## src/core/sdsc_params.svh

```systemverilog
// constants for the segment display scan driver
`ifndef SDSC_PARAMS_SVH
`define SDSC_PARAMS_SVH
`define SDSC_ADDR_CTRL 8'h00
`define SDSC_ADDR_SRC_LO 8'h04
`define SDSC_ADDR_SRC_HI 8'h08
`define SDSC_ADDR_GP_OUT 8'h0c
`define SDSC_ADDR_STATUS 8'h10
`define SDSC_ADDR_INT_STAT 8'h14
`define SDSC_ADDR_INT_MASK 8'h18
`define SDSC_ADDR_OUT_WORD 8'h1c
`define SDSC_CTRL_EIGHT 2
`define SDSC_CTRL_INV_DATA 1
`define SDSC_CTRL_INV_LATCH 0
`define SDSC_CTRL_EXEC 8
`define SDSC_CTRL_RESTART 9
`define SDSC_CTRL_AREA0_LSB 12
`define SDSC_CTRL_AREA1_LSB 14
`define SDSC_MODE_MAX 8'h07
`define SDSC_STEP_LAST 4'hb
`define SDSC_FLAG_BIT_EIGHT 12
`define SDSC_FLAG_BIT_FOUR 8
`define SDSC_INT_ROUND 0
`define SDSC_INT_ERROR 1
`define SDSC_RST_WORD 32'h0000_0000
`define SDSC_SCAN_US 1000
`define SDSC_CLK_MHZ 20
`endif

```

## src/core/sdsc_pkg.sv

```systemverilog
// types and helpers shared by the segment display scan driver
package sdsc_pkg;
	typedef enum logic [1:0] {
		SDSC_IDLE = 2'b00,
		SDSC_RUN = 2'b01,
		SDSC_FAULT = 2'b10
	} sdsc_state_type;

	function automatic logic [1:0] sdsc_digit(input logic [3:0] step);
		sdsc_digit = 2'(step / 4'h3);
	endfunction

	function automatic logic [1:0] sdsc_phase(input logic [3:0] step);
		sdsc_phase = 2'(step % 4'h3);
	endfunction
endpackage

```

## src/core/sdsc_reg_if.sv

```systemverilog
// register access strobes between the bus front end and the scan core
`timescale 1ns/1ps
interface sdsc_reg_if;
	logic wr;
	logic rd;
	logic [7:0] addr;
	logic [31:0] wdata;
	logic [31:0] rdata;
	modport bus(output wr, output rd, output addr, output wdata, input rdata);
	modport regs(input wr, input rd, input addr, input wdata, output rdata);
endinterface

```

## src/core/sdsc_ahb_slave.sv

```systemverilog
// ahb-lite slave front end: writes with no wait, reads with one wait state
`timescale 1ns/1ps
module sdsc_ahb_slave (
	input wire logic hclk,
	input wire logic hresetn,
	input wire logic hsel,
	input wire logic [31:0] haddr,
	input wire logic [1:0] htrans,
	input wire logic hwrite,
	input wire logic [2:0] hsize,
	input wire logic [31:0] hwdata,
	input wire logic hready,
	output logic [31:0] hrdata,
	output logic hreadyout,
	output logic hresp,
	sdsc_reg_if.bus regs
);
	logic ph_valid;
	logic ph_write;
	logic [7:0] ph_addr;
	logic rd_done;

	always_ff @(posedge hclk or negedge hresetn) begin
		if (!hresetn) begin
			ph_valid <= 1'b0;
			ph_write <= 1'b0;
			ph_addr <= 8'h00;
		end else if (hready) begin
			ph_valid <= hsel && htrans[1];
			ph_write <= hwrite;
			ph_addr <= haddr[7:0];
		end
	end

	// read data is registered so hrdata never follows the register file directly
	always_ff @(posedge hclk or negedge hresetn) begin
		if (!hresetn) begin
			rd_done <= 1'b0;
			hrdata <= 32'h0000_0000;
		end else if (ph_valid && !ph_write && !rd_done) begin
			rd_done <= 1'b1;
			hrdata <= regs.rdata;
		end else begin
			rd_done <= 1'b0;
		end
	end

	assign hreadyout = !(ph_valid && !ph_write && !rd_done);
	assign hresp = 1'b0;
	assign regs.wr = ph_valid && ph_write;
	assign regs.rd = ph_valid && !ph_write && !rd_done;
	assign regs.addr = ph_addr;
	assign regs.wdata = hwdata;
endmodule

```

## src/core/sdsc_tick_div.sv

```systemverilog
// divider that makes the one-cycle scan enable
`timescale 1ns/1ps
module sdsc_tick_div #(
	parameter int DIV = 20000
) (
	input wire logic hclk,
	input wire logic hresetn,
	input wire logic clear,
	input wire logic run,
	output logic tick
);
	localparam int W = $clog2(DIV);
	logic [W-1:0] count;

	always_ff @(posedge hclk or negedge hresetn) begin
		if (!hresetn) begin
			count <= '0;
		end else if (clear || !run || count == W'(DIV - 1)) begin
			count <= '0;
		end else begin
			count <= count + W'(1);
		end
	end

	assign tick = run && !clear && count == W'(DIV - 1);
endmodule

```

## src/core/sdsc_top.sv

```systemverilog
// segment display scan driver with ahb-lite registers
// Function
// - control value picks digits and polarities
// - no display activity unless executing
// - eight digits: high word gives upper four
// - twelve scan cycles per round, repeating
// - four digits: data 0-3, strobes 4-7
// - eight digits: data 0-7, strobes 8-11
// - round flag on bit 12 or 8
// - sequence starts fresh at every start
// - error on split areas with eight digits, or bad operand
// - busy bit on while executing
// - sources reread every round
// - unused output bits stay ordinary outputs
// - plain setting follows positive-logic outputs
`timescale 1ns/1ps
`include "sdsc_params.svh"
module sdsc_top #(
	parameter int SCAN_US = `SDSC_SCAN_US,
	parameter int SCAN_DIV = SCAN_US * `SDSC_CLK_MHZ
) (
	input wire logic hclk,
	input wire logic hresetn,
	input wire logic hsel,
	input wire logic [31:0] haddr,
	input wire logic [1:0] htrans,
	input wire logic hwrite,
	input wire logic [2:0] hsize,
	input wire logic [31:0] hwdata,
	input wire logic hready,
	output logic [31:0] hrdata,
	output logic hreadyout,
	output logic hresp,
	output logic [15:0] seg_word,
	output logic display_busy_bit,
	output logic error_flag,
	output logic irq
);
	import sdsc_pkg::*;

	sdsc_reg_if regs();

	logic [7:0] ctrl_mode;
	logic exec_en;
	logic [1:0] area0;
	logic [1:0] area1;
	logic [15:0] src_lo;
	logic [15:0] src_hi;
	logic [15:0] gp_out;
	logic [15:0] snap_lo;
	logic [15:0] snap_hi;
	logic [1:0] int_stat;
	logic [1:0] int_mask;
	logic [3:0] step;
	sdsc_state_type state;
	sdsc_state_type next_state;
	logic [15:0] next_word;
	logic wr_ctrl;
	logic restart;
	logic start;
	logic tick;
	logic running;
	logic eight;
	logic inv_data;
	logic inv_latch;
	logic err_cond;
	logic round_evt;
	logic err_evt;
	logic [1:0] digit;
	logic latch_on;
	logic [3:0] nib_lo;
	logic [3:0] nib_hi;
	logic [3:0] strobes;
	logic flag;

	sdsc_ahb_slave u_bus (
		.hclk(hclk),
		.hresetn(hresetn),
		.hsel(hsel),
		.haddr(haddr),
		.htrans(htrans),
		.hwrite(hwrite),
		.hsize(hsize),
		.hwdata(hwdata),
		.hready(hready),
		.hrdata(hrdata),
		.hreadyout(hreadyout),
		.hresp(hresp),
		.regs(regs.bus)
	);

	sdsc_tick_div #(
		.DIV(SCAN_DIV)
	) u_tick (
		.hclk(hclk),
		.hresetn(hresetn),
		.clear(start),
		.run(running),
		.tick(tick)
	);

	assign wr_ctrl = regs.wr && regs.addr == `SDSC_ADDR_CTRL;
	assign restart = wr_ctrl && regs.wdata[`SDSC_CTRL_RESTART] && running;

	// control value decode
	assign eight = ctrl_mode[`SDSC_CTRL_EIGHT];
	assign inv_data = ctrl_mode[`SDSC_CTRL_INV_DATA];
	assign inv_latch = ctrl_mode[`SDSC_CTRL_INV_LATCH];
	// a value above seven is refused rather than truncated
	assign err_cond = ctrl_mode > `SDSC_MODE_MAX || (eight && area0 != area1);

	always_ff @(posedge hclk or negedge hresetn) begin
		if (!hresetn) begin
			ctrl_mode <= 8'h00;
			exec_en <= 1'b0;
			area0 <= 2'h0;
			area1 <= 2'h0;
		end else if (wr_ctrl) begin
			ctrl_mode <= regs.wdata[7:0];
			exec_en <= regs.wdata[`SDSC_CTRL_EXEC];
			area0 <= regs.wdata[`SDSC_CTRL_AREA0_LSB +: 2];
			area1 <= regs.wdata[`SDSC_CTRL_AREA1_LSB +: 2];
		end
	end

	always_ff @(posedge hclk or negedge hresetn) begin
		if (!hresetn) begin
			src_lo <= 16'h0000;
			src_hi <= 16'h0000;
			gp_out <= 16'h0000;
			int_mask <= 2'h0;
		end else if (regs.wr) begin
			if (regs.addr == `SDSC_ADDR_SRC_LO) begin
				src_lo <= regs.wdata[15:0];
			end
			if (regs.addr == `SDSC_ADDR_SRC_HI) begin
				src_hi <= regs.wdata[15:0];
			end
			if (regs.addr == `SDSC_ADDR_GP_OUT) begin
				gp_out <= regs.wdata[15:0];
			end
			if (regs.addr == `SDSC_ADDR_INT_MASK) begin
				int_mask <= regs.wdata[1:0];
			end
		end
	end

	always_comb begin
		next_state = state;
		unique case (state)
			SDSC_IDLE: begin
				if (exec_en) begin
					next_state = err_cond ? SDSC_FAULT : SDSC_RUN;
				end
			end
			SDSC_RUN: begin
				if (!exec_en) begin
					next_state = SDSC_IDLE;
				end else if (err_cond) begin
					next_state = SDSC_FAULT;
				end
			end
			SDSC_FAULT: begin
				if (!exec_en) begin
					next_state = SDSC_IDLE;
				end else if (!err_cond) begin
					next_state = SDSC_RUN;
				end
			end
			default: begin
				next_state = SDSC_IDLE;
			end
		endcase
	end

	always_ff @(posedge hclk or negedge hresetn) begin
		if (!hresetn) begin
			state <= SDSC_IDLE;
		end else begin
			state <= next_state;
		end
	end

	assign running = state == SDSC_RUN;
	assign display_busy_bit = running;
	assign error_flag = state == SDSC_FAULT;
	// each entry into execution, and an explicit restart, begins a round afresh
	assign start = (running != (next_state == SDSC_RUN) && !running) || restart;

	always_ff @(posedge hclk or negedge hresetn) begin
		if (!hresetn) begin
			step <= 4'h0;
		end else if (start) begin
			step <= 4'h0;
		end else if (running && tick) begin
			step <= (step == `SDSC_STEP_LAST) ? 4'h0 : step + 4'h1;
		end
	end

	// sources are frozen for one round so a digit never changes mid-latch
	always_ff @(posedge hclk or negedge hresetn) begin
		if (!hresetn) begin
			snap_lo <= 16'h0000;
			snap_hi <= 16'h0000;
		end else if (start || (running && tick && step == `SDSC_STEP_LAST)) begin
			snap_lo <= src_lo;
			snap_hi <= src_hi;
		end
	end

	// three scan cycles per digit: data set up, strobe on, strobe off
	assign digit = sdsc_digit(step);
	assign latch_on = sdsc_phase(step) == 2'h1;
	assign nib_lo = snap_lo[{digit, 2'b00} +: 4] ^ {4{inv_data}};
	assign nib_hi = snap_hi[{digit, 2'b00} +: 4] ^ {4{inv_data}};
	assign strobes = (latch_on ? 4'h1 << digit : 4'h0) ^ {4{inv_latch}};
	assign flag = step == `SDSC_STEP_LAST;

	always_comb begin
		next_word = gp_out;
		if (running) begin
			next_word[3:0] = nib_lo;
			if (eight) begin
				next_word[7:4] = nib_hi;
				next_word[11:8] = strobes;
				next_word[`SDSC_FLAG_BIT_EIGHT] = flag;
			end else begin
				next_word[7:4] = strobes;
				next_word[`SDSC_FLAG_BIT_FOUR] = flag;
			end
		end
	end

	always_ff @(posedge hclk or negedge hresetn) begin
		if (!hresetn) begin
			seg_word <= 16'h0000;
		end else begin
			seg_word <= next_word;
		end
	end

	assign round_evt = running && tick && step == `SDSC_STEP_LAST;
	assign err_evt = !error_flag && next_state == SDSC_FAULT;

	// a new event in the clearing cycle survives the write of one
	always_ff @(posedge hclk or negedge hresetn) begin
		if (!hresetn) begin
			int_stat <= 2'h0;
		end else begin
			if (regs.wr && regs.addr == `SDSC_ADDR_INT_STAT) begin
				int_stat <= (int_stat & ~regs.wdata[1:0]) | {err_evt, round_evt};
			end else begin
				int_stat <= int_stat | {err_evt, round_evt};
			end
		end
	end

	assign irq = |(int_stat & int_mask);

	always_comb begin
		regs.rdata = `SDSC_RST_WORD;
		unique case (regs.addr)
			`SDSC_ADDR_CTRL: begin
				regs.rdata[7:0] = ctrl_mode;
				regs.rdata[`SDSC_CTRL_EXEC] = exec_en;
				regs.rdata[`SDSC_CTRL_AREA0_LSB +: 2] = area0;
				regs.rdata[`SDSC_CTRL_AREA1_LSB +: 2] = area1;
			end
			`SDSC_ADDR_SRC_LO: regs.rdata[15:0] = src_lo;
			`SDSC_ADDR_SRC_HI: regs.rdata[15:0] = src_hi;
			`SDSC_ADDR_GP_OUT: regs.rdata[15:0] = gp_out;
			`SDSC_ADDR_STATUS: regs.rdata[7:0] = {step, 1'b0, flag, error_flag, running};
			`SDSC_ADDR_INT_STAT: regs.rdata[1:0] = int_stat;
			`SDSC_ADDR_INT_MASK: regs.rdata[1:0] = int_mask;
			`SDSC_ADDR_OUT_WORD: regs.rdata[15:0] = seg_word;
			default: regs.rdata = `SDSC_RST_WORD;
		endcase
	end
endmodule

```

## config.mk

```make
export PLATFORM = sky130hd
export DESIGN_NAME = sdsc_top
export DESIGN_NICKNAME = d
export VERILOG_FILES = /design/src/core/sdsc_pkg.sv /design/src/core/sdsc_reg_if.sv /design/src/core/sdsc_ahb_slave.sv /design/src/core/sdsc_tick_div.sv /design/src/core/sdsc_top.sv
export VERILOG_INCLUDE_DIRS = /design/src /design/src/core
export SDC_FILE = /design/constraint.sdc
export NUM_CORES = 1
export LEC_CHECK = 0
export ABC_AREA = 1
export BUFFER_PORTS_ARGS = -buffer_cell sky130_fd_sc_hd__buf_2
export CORE_MARGIN = 3
export CORE_UTILIZATION = 40
export CTS_CLUSTER_SIZE = 16
export DETAILED_ROUTE_END_ITERATION = 7
export PLACE_DENSITY = 0.62
export SYNTH_ARGS = -nofsm -noshare
export SYNTH_HDL_FRONTEND = slang
export SYNTH_SLANG_ARGS = --single-unit
```

## constraint.sdc

```tcl
create_clock -name hclk -period 2.3 [get_ports hclk]
set_input_delay 0.115 -clock hclk [delete_from_list [all_inputs] [get_ports hclk]]
set_output_delay 0.115 -clock hclk [all_outputs]
set_load 0.05 [all_outputs]
```

==> results.toml, run 1 <==
[outcome]
status = "complete, no violations"

[sta]
maxSlewViolCount = 0
fin_ws_ns = 0.1002
finalHoldViolCount = 0
relSlewSlack_pct = 59.23
finalCritPeriodShare_pct = 95.64
fmax_mhz = 454.6
clock_skew_ns = 0.01080
post-route-min-period_ns = 2.200
tightest_slew_ns = 0.6116
finalSetupViolCount = 0

[drt]
viasPerCell = 5.084
wl_mm = 23.94
drcViolationCount = 0
drt_iter0_drc = 541
ant_nets = 0
dr.pass1.iters = 8
routedWlPerCell_um = 17.61
vias = 6909

[die]
core-area_um2 = 18960
dieArea_um2 = 21230
initial_utilization_pct = 41.19
die_w_um = 145.7
die_h_um = 145.7
rows = 50
io_pins = 127

[finish]
drive_above_1_share_pct = 18.38
insertedDiodeCount = 0
area_delta_synth_final_pct = 22.56
fin_nets = 1168
postLayoutCellArea_um2 = 9570

[grt]
grt_pass1_vias = 6718
grt_first_pass_wirelength_mm = 37.40
grt_max_degree = 61
grt-ovfl-total = 0
antenna_found_initial = 1
grt_usage_pct = 22.62

[place]
port_buffers = 65
dp_hpwl_mm = 16.36
gp_congestion = 0.9165
place_ws_ns = -0.04805
placed_cell_area_um2 = 8583

[clock_tree]
cts_max_level = 4
cts-root-buf = "clkbuf_16"
path_clk_slew_ns = 0.07
clkLatencyLatePin_ns = 0.44
ctsLongestPathBuffers = 2
cts_made_buffers = 17
tritoncts = "yes"
clock-sinks = 161

[worst_hold_path]
worstHoldPathType = "in2reg"
worst_hold_path.endpoint = "src_hi[13]"
whs_path_depth = 3
hp-start = "hwdata[13]"

[setup_path]
r2r-start = "step[3]"
rrSetupSlack_ns = 0.10
crit_top_cell = "inv_2"
critical_path_arrival_ns = 2.52
path_cells = "inv_2 -> nand2_2 -> inv_2 -> ha_4 -> inv_2 -> ha_4 -> nand2_4 -> inv_4 -> nand2_2 -> nand2_2 -> ha_4 -> buf_4 -> o211ai_1 -> nand2_1 -> inv_2 -> nand4_1 -> nand3_2 -> nand3_2"
r2r_cells = 18
r2r-end = "seg_word[6]"
crit_path_start = "step[3]"
slowest_delay_ns = 0.38
cp_slowest_cell = "dfrtp_1"
endpoint_kind = "register"
critPathLaunchType = "register"
cp_max_fo = 3
worst_ep_required_time_ns = 2.62
path_class = "reg2reg"

[yosys]
synthFlopType = "dfrtp_1"
synth_seq_area_share_pct = 51.59
postSynth.asyncResetShare_pct = 100.0
synth_top_area_share_pct = 51.59
synth_edf_count = 0
ys_top_cells_by_area = "dfrtp_1, nand2_1, o21ai_0, nand3_1, inv_1"
ys_ff_latch = 161
yosysWarnings = 0
synth_cells = 971
yosys.area.top_type = "dfrtp_1"
synth.avg_cell_area_um2 = 8.042
syn_area_um2 = 7809
post_synth_num_cell_types = 43

[power]
ir_worst_vdd_mv = 0.4830
p_per_area_nw_per_um2 = 737.3
leakage_nw = 4.808

[job]
drv_cap = 0
==> worst max-delay path, delay by kind of cell, from the launching register on <==
family	cells	cell delay (ns)
and+or+nand+nor	8	0.66
AOI/OAI and AO/OA	1	0.16
DFF	1	0.38
adders and majority gates	3	0.46
buffers and inverters	6	0.45
==> cell families (layout without fill, tap and decap cells) <==
family | after synthesis | after routing | synth area share, %
compound gates | 132 | 132 | 9.373
xor+xnor | 7 | 7 | 0.7851
fa+ha+maj | 6 | 6 | 0.9614
buf+inv | 148 | 260 | 8.540
flops | 161 | 161 | 51.59
mux | 3 | 3 | 0.4326
other cells | 1 | 17 | 0.04802
simple gates | 513 | 513 | 28.26
==> layout by cell type, fill, tap and decap left out, drive strengths merged, types with 2 or more instances in the layout <==
master,Yosys,routed
xor2,5,5
nand3,83,83
a21boi,2,2
inv,95,100
xnor2,2,2
clkbuf,16,18
dlygate4sd3,0,22
a21oi,15,15
nand4,25,25
buf,35,111
o211ai,3,3
bufinv,0,2
dfrtp,161,161
nor3,12,12
nor2,46,46
o21ai,95,95
conb,1,17
mux2,3,3
nand2,340,340
ha,6,6
clkinv,2,6
a2bb2oi,6,6
or2,3,3
o22ai,4,4
and3,2,2
o22a,3,3
==> routing by layer <==
layer  up-vias  GRT usage (%)  part of all wire [%]
met2       243          34.92                    46
li1       3339              -                     -
met3        53          5.668                   7.7
met1      3272          30.25                    43
met5         -              0                 0.054
met4         2          10.11                   3.2
==> cell type report <==
class / instances / area [um2]
fillers: 1785 / 9385
flip-flops and latches: 161 / 4029
multi-input cells: 678 / 3307
repair buffers: 133 / 945.9
clock buffers: 18 / 439.2
inverters: 97 / 372.9
well taps: 260 / 325.3
clock inverters: 12 / 151.4
==> worst max-delay path by stage <==
stage	to	slack [ns]
6_report	seg_word[6]	0.10
5_1_grt	seg_word[6]	-0.04
4_1_cts	seg_word[6]	0.01
3_5_place_dp	seg_word[4]	-0.05
3_3_place_gp	seg_word[4]	-0.02
2_1_floorplan	seg_word[10]	-0.005
==> synthesized netlist by cell type (2+ instances only) <==
cell,instances
nand2_4,3
nor2_2,2
inv_2,10
xor2_1,5
nor2_1,42
buf_6,3
a2bb2oi_1,6
mux2_2,3
nor3_1,11
o21ai_1,5
dfrtp_1,161
buf_4,20
nand3_1,82
o22ai_1,4
inv_1,85
o211ai_1,3
clkinv_1,2
o22a_1,3
or2_2,3
nor2_4,2
nand2_2,3
xnor2_1,2
clkbuf_1,16
nand2_1,334
and3_1,2
a21boi_0,2
ha_1,6
nand4_1,24
o21ai_0,89
a21oi_1,15
buf_2,11
==> power breakdown <==
group	switching [mW]	internal, mW
Combinational	0.710	0.267
Sequential	0.167	3.03
Clock	1.23	1.65
==> timing repair <==
action | CTS | global route
hold endpoints to repair | 92 | 0
resized for setup | 6 | 34
setup endpoints to repair | 12 | 12
pin swaps | 3 | 5
buffers inserted | 1 | 3
hold buffers | 22 | 0
==> registers in the layout (all words and copies together) (netlist names) <==
register,flops
exec_en,1
ctrl_mode,8
area1,2
snap_hi,16
u_bus.regs.addr,8
u_bus.rd_done,1
seg_word,16
src_hi,16
u_bus.ph_valid,1
u_tick.count,15
int_mask,2
snap_lo,16
int_stat,2
u_bus.hrdata,16
src_lo,16
area0,2
gp_out,16
u_bus.ph_write,1
state,2
step,4
==> through the flow <==
step / hold slack (ns) / total power [mW] / util (%) / setup TNS (ns) / cells
after detailed placement: 0.1553 / 4.194 / 45.28 / -0.1726 / 1303
after global routing: 0.02091 / 7.330 / 50.49 / -0.1890 / 1359
after global placement: 0.1523 / 4.186 / 45.28 / -0.02282 / 1303
after CTS: 0.002964 / 7.099 / 49.66 / 0 / 1356
final: 0.003261 / 7.057 / 50.49 / 0 / 1359
after floorplan: -0.1806 / 3.877 / - / -0.004831 / 987
Note: power is estimated with default switching activity, not from simulation.
==> inputs of run 2 (changes only) <==
==> constraint.sdc (replaced) <==
create_clock -name hclk -period 2 [get_ports hclk]
set_input_delay 0.1 -clock hclk [delete_from_list [all_inputs] [get_ports hclk]]
set_output_delay 0.1 -clock hclk [all_outputs]
set_load 0.05 [all_outputs]
==> results.toml, run 2 (same netlist as run 1, synthesis figures left out) <==
[sta]
setup_tns_ns = -1.606
clock_skew_ns = 0.01062
rsz0062_at_grt = "yes"
finalCritPeriodShare_pct = 108.2
finalHoldViolCount = 0
relSlewSlack_pct = 63.91
post-route-min-period_ns = 2.164
finalSetupViolCount = 12
fmax_mhz = 462.0
fin_ws_ns = -0.1643
tightest_slew_ns = 0.5407
maxSlewViolCount = 0

[clock_tree]
clock-sinks = 161
cts-root-buf = "clkbuf_16"
tritoncts = "yes"
cts_made_buffers = 17
path_clk_slew_ns = 0.06
cts_max_level = 4
ctsLongestPathBuffers = 2
clkLatencyLatePin_ns = 0.43

[grt]
grt_first_pass_wirelength_mm = 37.59
busiest_layer = "met2"
grt_pass1_vias = 6655
grt-ovfl-total = 0
use_met2_pct = 33.75
grt_util_met1_pct = 32.65
antenna_found_initial = 0
grt_use_met3_pct = 3.831
grt_max_degree = 55
grt_usage_pct = 22.40

[setup_path]
crit_top_cell = "nand2_1"
worst-path-buf-inv = 6
critPathLaunchType = "register"
path_cells = "nand2_4 -> inv_2 -> ha_4 -> inv_2 -> ha_4 -> nand2_8 -> inv_4 -> nand2_4 -> nand2_4 -> ha_4 -> inv_8 -> buf_12 -> nand2_8 -> nor2_4 -> nand2_1 -> nand4_1 -> nand2_1 -> nand2_1 -> nand2_1 -> inv_1"
endpoint_kind = "register"
worst_ep_required_time_ns = 2.32
cp_slowest_cell = "dfrtp_1"
rrSetupSlack_ns = -0.16
r2r-start = "step[2]"
slowest_delay_ns = 0.42
path_class = "reg2reg"
critical_path_arrival_ns = 2.49
r2r_cells = 20
r2r-end = "seg_word[10]"
path_delay_family = "simple AND/OR/NAND/NOR gates"
cp_max_fo = 7

[die]
core-area_um2 = 18960
die_h_um = 145.7
initial_utilization_pct = 41.19
dieArea_um2 = 21230
die_w_um = 145.7
rows = 50
io_pins = 127

[outcome]
violations = "negative setup slack"
status = "finished with violations"

[finish]
regArea_um2 = 4030
fin_nets = 1175
drive_above_1_share_pct = 20.23
area_delta_synth_final_pct = 25.38
insertedDiodeCount = 0
final_cell_count_no_fill = 1367
mostFrequentLayoutCells = "nand2_1, dfrtp_1, o21ai_0"
multi_input_area_um2 = 3410
final_common_cell = "nand2_1"
fillers = 1795

[drt]
wl_mm = 23.42
routedWlPerCell_um = 17.13
viasPerCell = 5.134
ant_nets = 0
vias = 7018
dr.pass1.iters = 7
drcViolationCount = 0
drt_iter0_drc = 567

[place]
dp_hpwl_mm = 16.67
dp_cells = 1306
gp_congestion = 0.9503
port_buffers = 65

[power]
p_per_area_nw_per_um2 = 825.9
ir_worst_vdd_mv = 0.5816
leakage_nw = 4.832

[worst_hold_path]
worst_hold_path.endpoint = "src_lo[3]"
whs_path_depth = 3
worstHoldPathType = "in2reg"
hp-start = "hwdata[3]"

[job]
drv_cap = 0
## run 2: timing repair
item,in CTS,in global routing
hold endpoints to repair,205,0
pin swaps,15,13
gates resized for setup,9,29
setup buffers,3,4
hold buffers,23,0
setup endpoints to repair,12,28
## run 2: through the flow
step	util [%]	power (mW)	worst slack, ns	hold WS, ns	area (um2)
finish	51.65	8.086	-0.1643	0.01544	9791
global route	51.65	8.406	-0.3228	0.02251	9791
CTS	50.73	8.126	-0.1352	0.003925	9617
detailed placement	46.17	4.818	-0.1904	-0.03082	8751
global placement	46.17	4.806	-0.1843	-0.03145	8751
floorplan	-	4.459	-0.08024	-0.1956	7979
## run 2: report_power, final
part	internal, mW	leakage, nW	total [mW]	switching, mW
Sequential	3.49	1.80	3.67	0.185
Clock	1.91	0.283	3.28	1.37
Combinational	0.316	2.75	1.14	0.821
## run 2: worst max-delay path by stage
stage | depth (start not counted) | to | startpoint | slack, ns
global route | 19 | seg_word[4] | step[3] | -0.32
global placement | 21 | seg_word[1] | step[3] | -0.18
detailed placement | 21 | seg_word[1] | step[3] | -0.19
floorplan | 15 | seg_word[4] | step[2] | -0.08
finish | 20 | seg_word[10] | step[2] | -0.16
CTS | 21 | seg_word[1] | step[3] | -0.14
## run 2: worst min-delay path, stage by stage
cell     delay (ns)
buf_2          0.07
inv_1          0.07
o21ai_0        0.16
## run 2: metal layers
metal  vias to the layer above  wire, um
met1                      3371     10760
met3                        40      1339
met5                         -         0
met4                         0       677
li1                       3346         -
met2                       261     10640
## run 2: cell type report
cell class                      instances  share of cell area [%]
Sequential cell                       161                   41.16
Multi-Input combinational cell        678                   34.82
Timing Repair Buffer                  140                   10.79
Clock buffer                           20                   4.665
Inverter                               97                   3.923
Tap cell                              260                   3.323
Clock inverter                         11                   1.316
==> inputs of run 3 (changes only) <==
--- a/config.mk
+++ b/config.mk
@@ -12,7 +12,9 @@
 export CORE_UTILIZATION = 40
 export CTS_CLUSTER_SIZE = 16
 export DETAILED_ROUTE_END_ITERATION = 7
-export PLACE_DENSITY = 0.62
+export PLACE_DENSITY = 0.61
 export SYNTH_ARGS = -nofsm -noshare
 export SYNTH_HDL_FRONTEND = slang
+export SYNTH_HIERARCHICAL = 1
 export SYNTH_SLANG_ARGS = --single-unit
+export TNS_END_PERCENT = 1
==> results.toml, run 3 <==
[place]
placed_cell_area_um2 = 9871
dp_hpwl_mm = 17.66
dp_cells = 1451
place_ws_ns = -0.3180
gp_congestion = 0.9285
port_buffers = 81

[finish]
fillers = 2008
fin_nets = 1313
postLayoutCellArea_um2 = 11060
final_common_cell = "nand2_1"
mostFrequentLayoutCells = "nand2_1, dfrtp_1, o21ai_0"
final_cell_count_no_fill = 1521
utilization_pct = 52.29
drive_above_1_share_pct = 23.68
largest_reg_flops = 32
top_register = "u_bus/hrdata"
area_delta_synth_final_pct = 28.02
insertedDiodeCount = 0

[sta]
rsz0062_at_grt = "yes"
maxSlewViolCount = 0
setup_tns_ns = -8.506
fmax_mhz = 448.1
finalCritPeriodShare_pct = 111.6
finalSetupViolCount = 46
post-route-min-period_ns = 2.232
finalHoldViolCount = 0
fin_ws_ns = -0.2318
timing.hold.ws_ns = 0.05100
clock_skew_ns = 0.01074

[outcome]
status = "finished with violations"
violations = "negative setup slack"

[job]
drv_cap = 0

[die]
initial_utilization_pct = 40.85
die_h_um = 153.0
dieArea_um2 = 23400
io_pins = 127
die_w_um = 153.0
rows = 53
core-area_um2 = 21150

[setup_path]
path_class = "reg2reg"
slowest_delay_ns = 0.41
critPathLaunchType = "register"
critical_path_arrival_ns = 2.55
endpoint_kind = "register"
path_delay_family = "simple AND/OR/NAND/NOR gates"
crit_top_cell = "nand2_1"
worst-path-buf-inv = 3
cp_max_fo = 10
worst_ep_required_time_ns = 2.32
cp_slowest_cell = "dfrtp_1"
path_cells = "xor2_2 -> o21ai_2 -> nand2_2 -> nor2_2 -> nand2_2 -> o31ai_4 -> nor2_2 -> inv_1 -> nor2_1 -> nand2_1 -> inv_2 -> nand3_4 -> buf_12 -> nand2_4 -> nand2_1 -> nand2_1"

[clock_tree]
path_clk_slew_ns = 0.07
clock-sinks = 177
cts_max_level = 4
tritoncts = "yes"
ctsLongestPathBuffers = 2
cts-root-buf = "clkbuf_16"
clkLatencyLatePin_ns = 0.43
cts_made_buffers = 17

[power]
leakage_nw = 5.557
ir_worst_vdd_mv = 0.4386
p_per_area_nw_per_um2 = 813.6
p_total_mw = 9.000

[drt]
dr.pass1.iters = 6
viasPerCell = 5.144
drcViolationCount = 0
wl_mm = 25.54
drt_iter0_drc = 676
vias = 7824
routedWlPerCell_um = 16.79
ant_nets = 0

[grt]
antenna_found_initial = 0
grt_usage_pct = 21.81
grt_pass1_vias = 7568
grt_first_pass_wirelength_mm = 40.92
grt-ovfl-total = 0
grt_max_degree = 82

[yosys]
syn_area_um2 = 8641
synth.avg_cell_area_um2 = 8.167
yosysWarnings = 6
synth_cells = 1058

[worst_hold_path]
worstHoldPathType = "in2reg"
run 3: changes by cell type in the layout (fill, tap and decap cells not counted), moves of 6 or more:
cell       previous run  this run
a21oi_1              15         7
a221oi_1              0         7
a2bb2oi_1             6         0
buf_2                64        80
buf_4                43        78
dfrtp_1             160       176
nand2_1             321       334
nand2_2              11        18
nand3_1              72        65
nand3_2               9        15
nand4_1              24        51
nor2_1               38        50
run 3: path summary, 6_finish.rpt:
kind,startpoint,to,slack [ns],cells past startpoint
max,area1[1],snap_hi[2],-0.23,16
min,hready,u_bus/regs.addr[0],0.05,3
max reg2reg,area1[1],snap_hi[2],-0.23,16
min reg2reg,gp_out[14],seg_word[14],0.42,0
max in group asynchronous,hresetn,step[0],1.23,3
min in group asynchronous,hresetn,u_bus/hrdata[14],0.06,2
run 3: metal layers:
metal  track usage [%]  up-vias  part of all wire, %
met5                 0        -                    0
met4             5.006        0                  1.9
met3             4.898       39                  5.9
met2             34.90      250                   47
met1             30.53     3747                   45
li1                  -     3788                    -
run 3: what timing repair did:
action                     CTS  global route
gates cloned                 1             4
hold endpoints to repair   226             0
gates resized for setup     23            32
setup buffers                0             6
hold buffers                27             0
pin swaps                    7            14
setup endpoints to repair   50            65
run 3: power by group:
| part | switching, mW | internal [mW] |
|---|---|---|
| sequential | 0.201 | 3.85 |
| combinational | 1.08 | 0.402 |
| clock | 1.46 | 2.01 |
| total | 2.74 | 6.26 |
run 3: worst min-delay path, stage by stage:
cell and delay (ns):
buf_2 0.20, nand2_1 0.08, o21ai_0 0.06
run 3: layout make-up:
type / instances / area [um2] / area share, %
sequential: 177 / 4431 / 40.05
multi-input combinational: 739 / 3799 / 34.34
timing repair buffer: 198 / 1499 / 13.55
clock buffer: 20 / 446.7 / 4.038
inverter: 100 / 386.6 / 3.495
tap: 275 / 344.1 / 3.110
clock inverter: 12 / 156.4 / 1.414
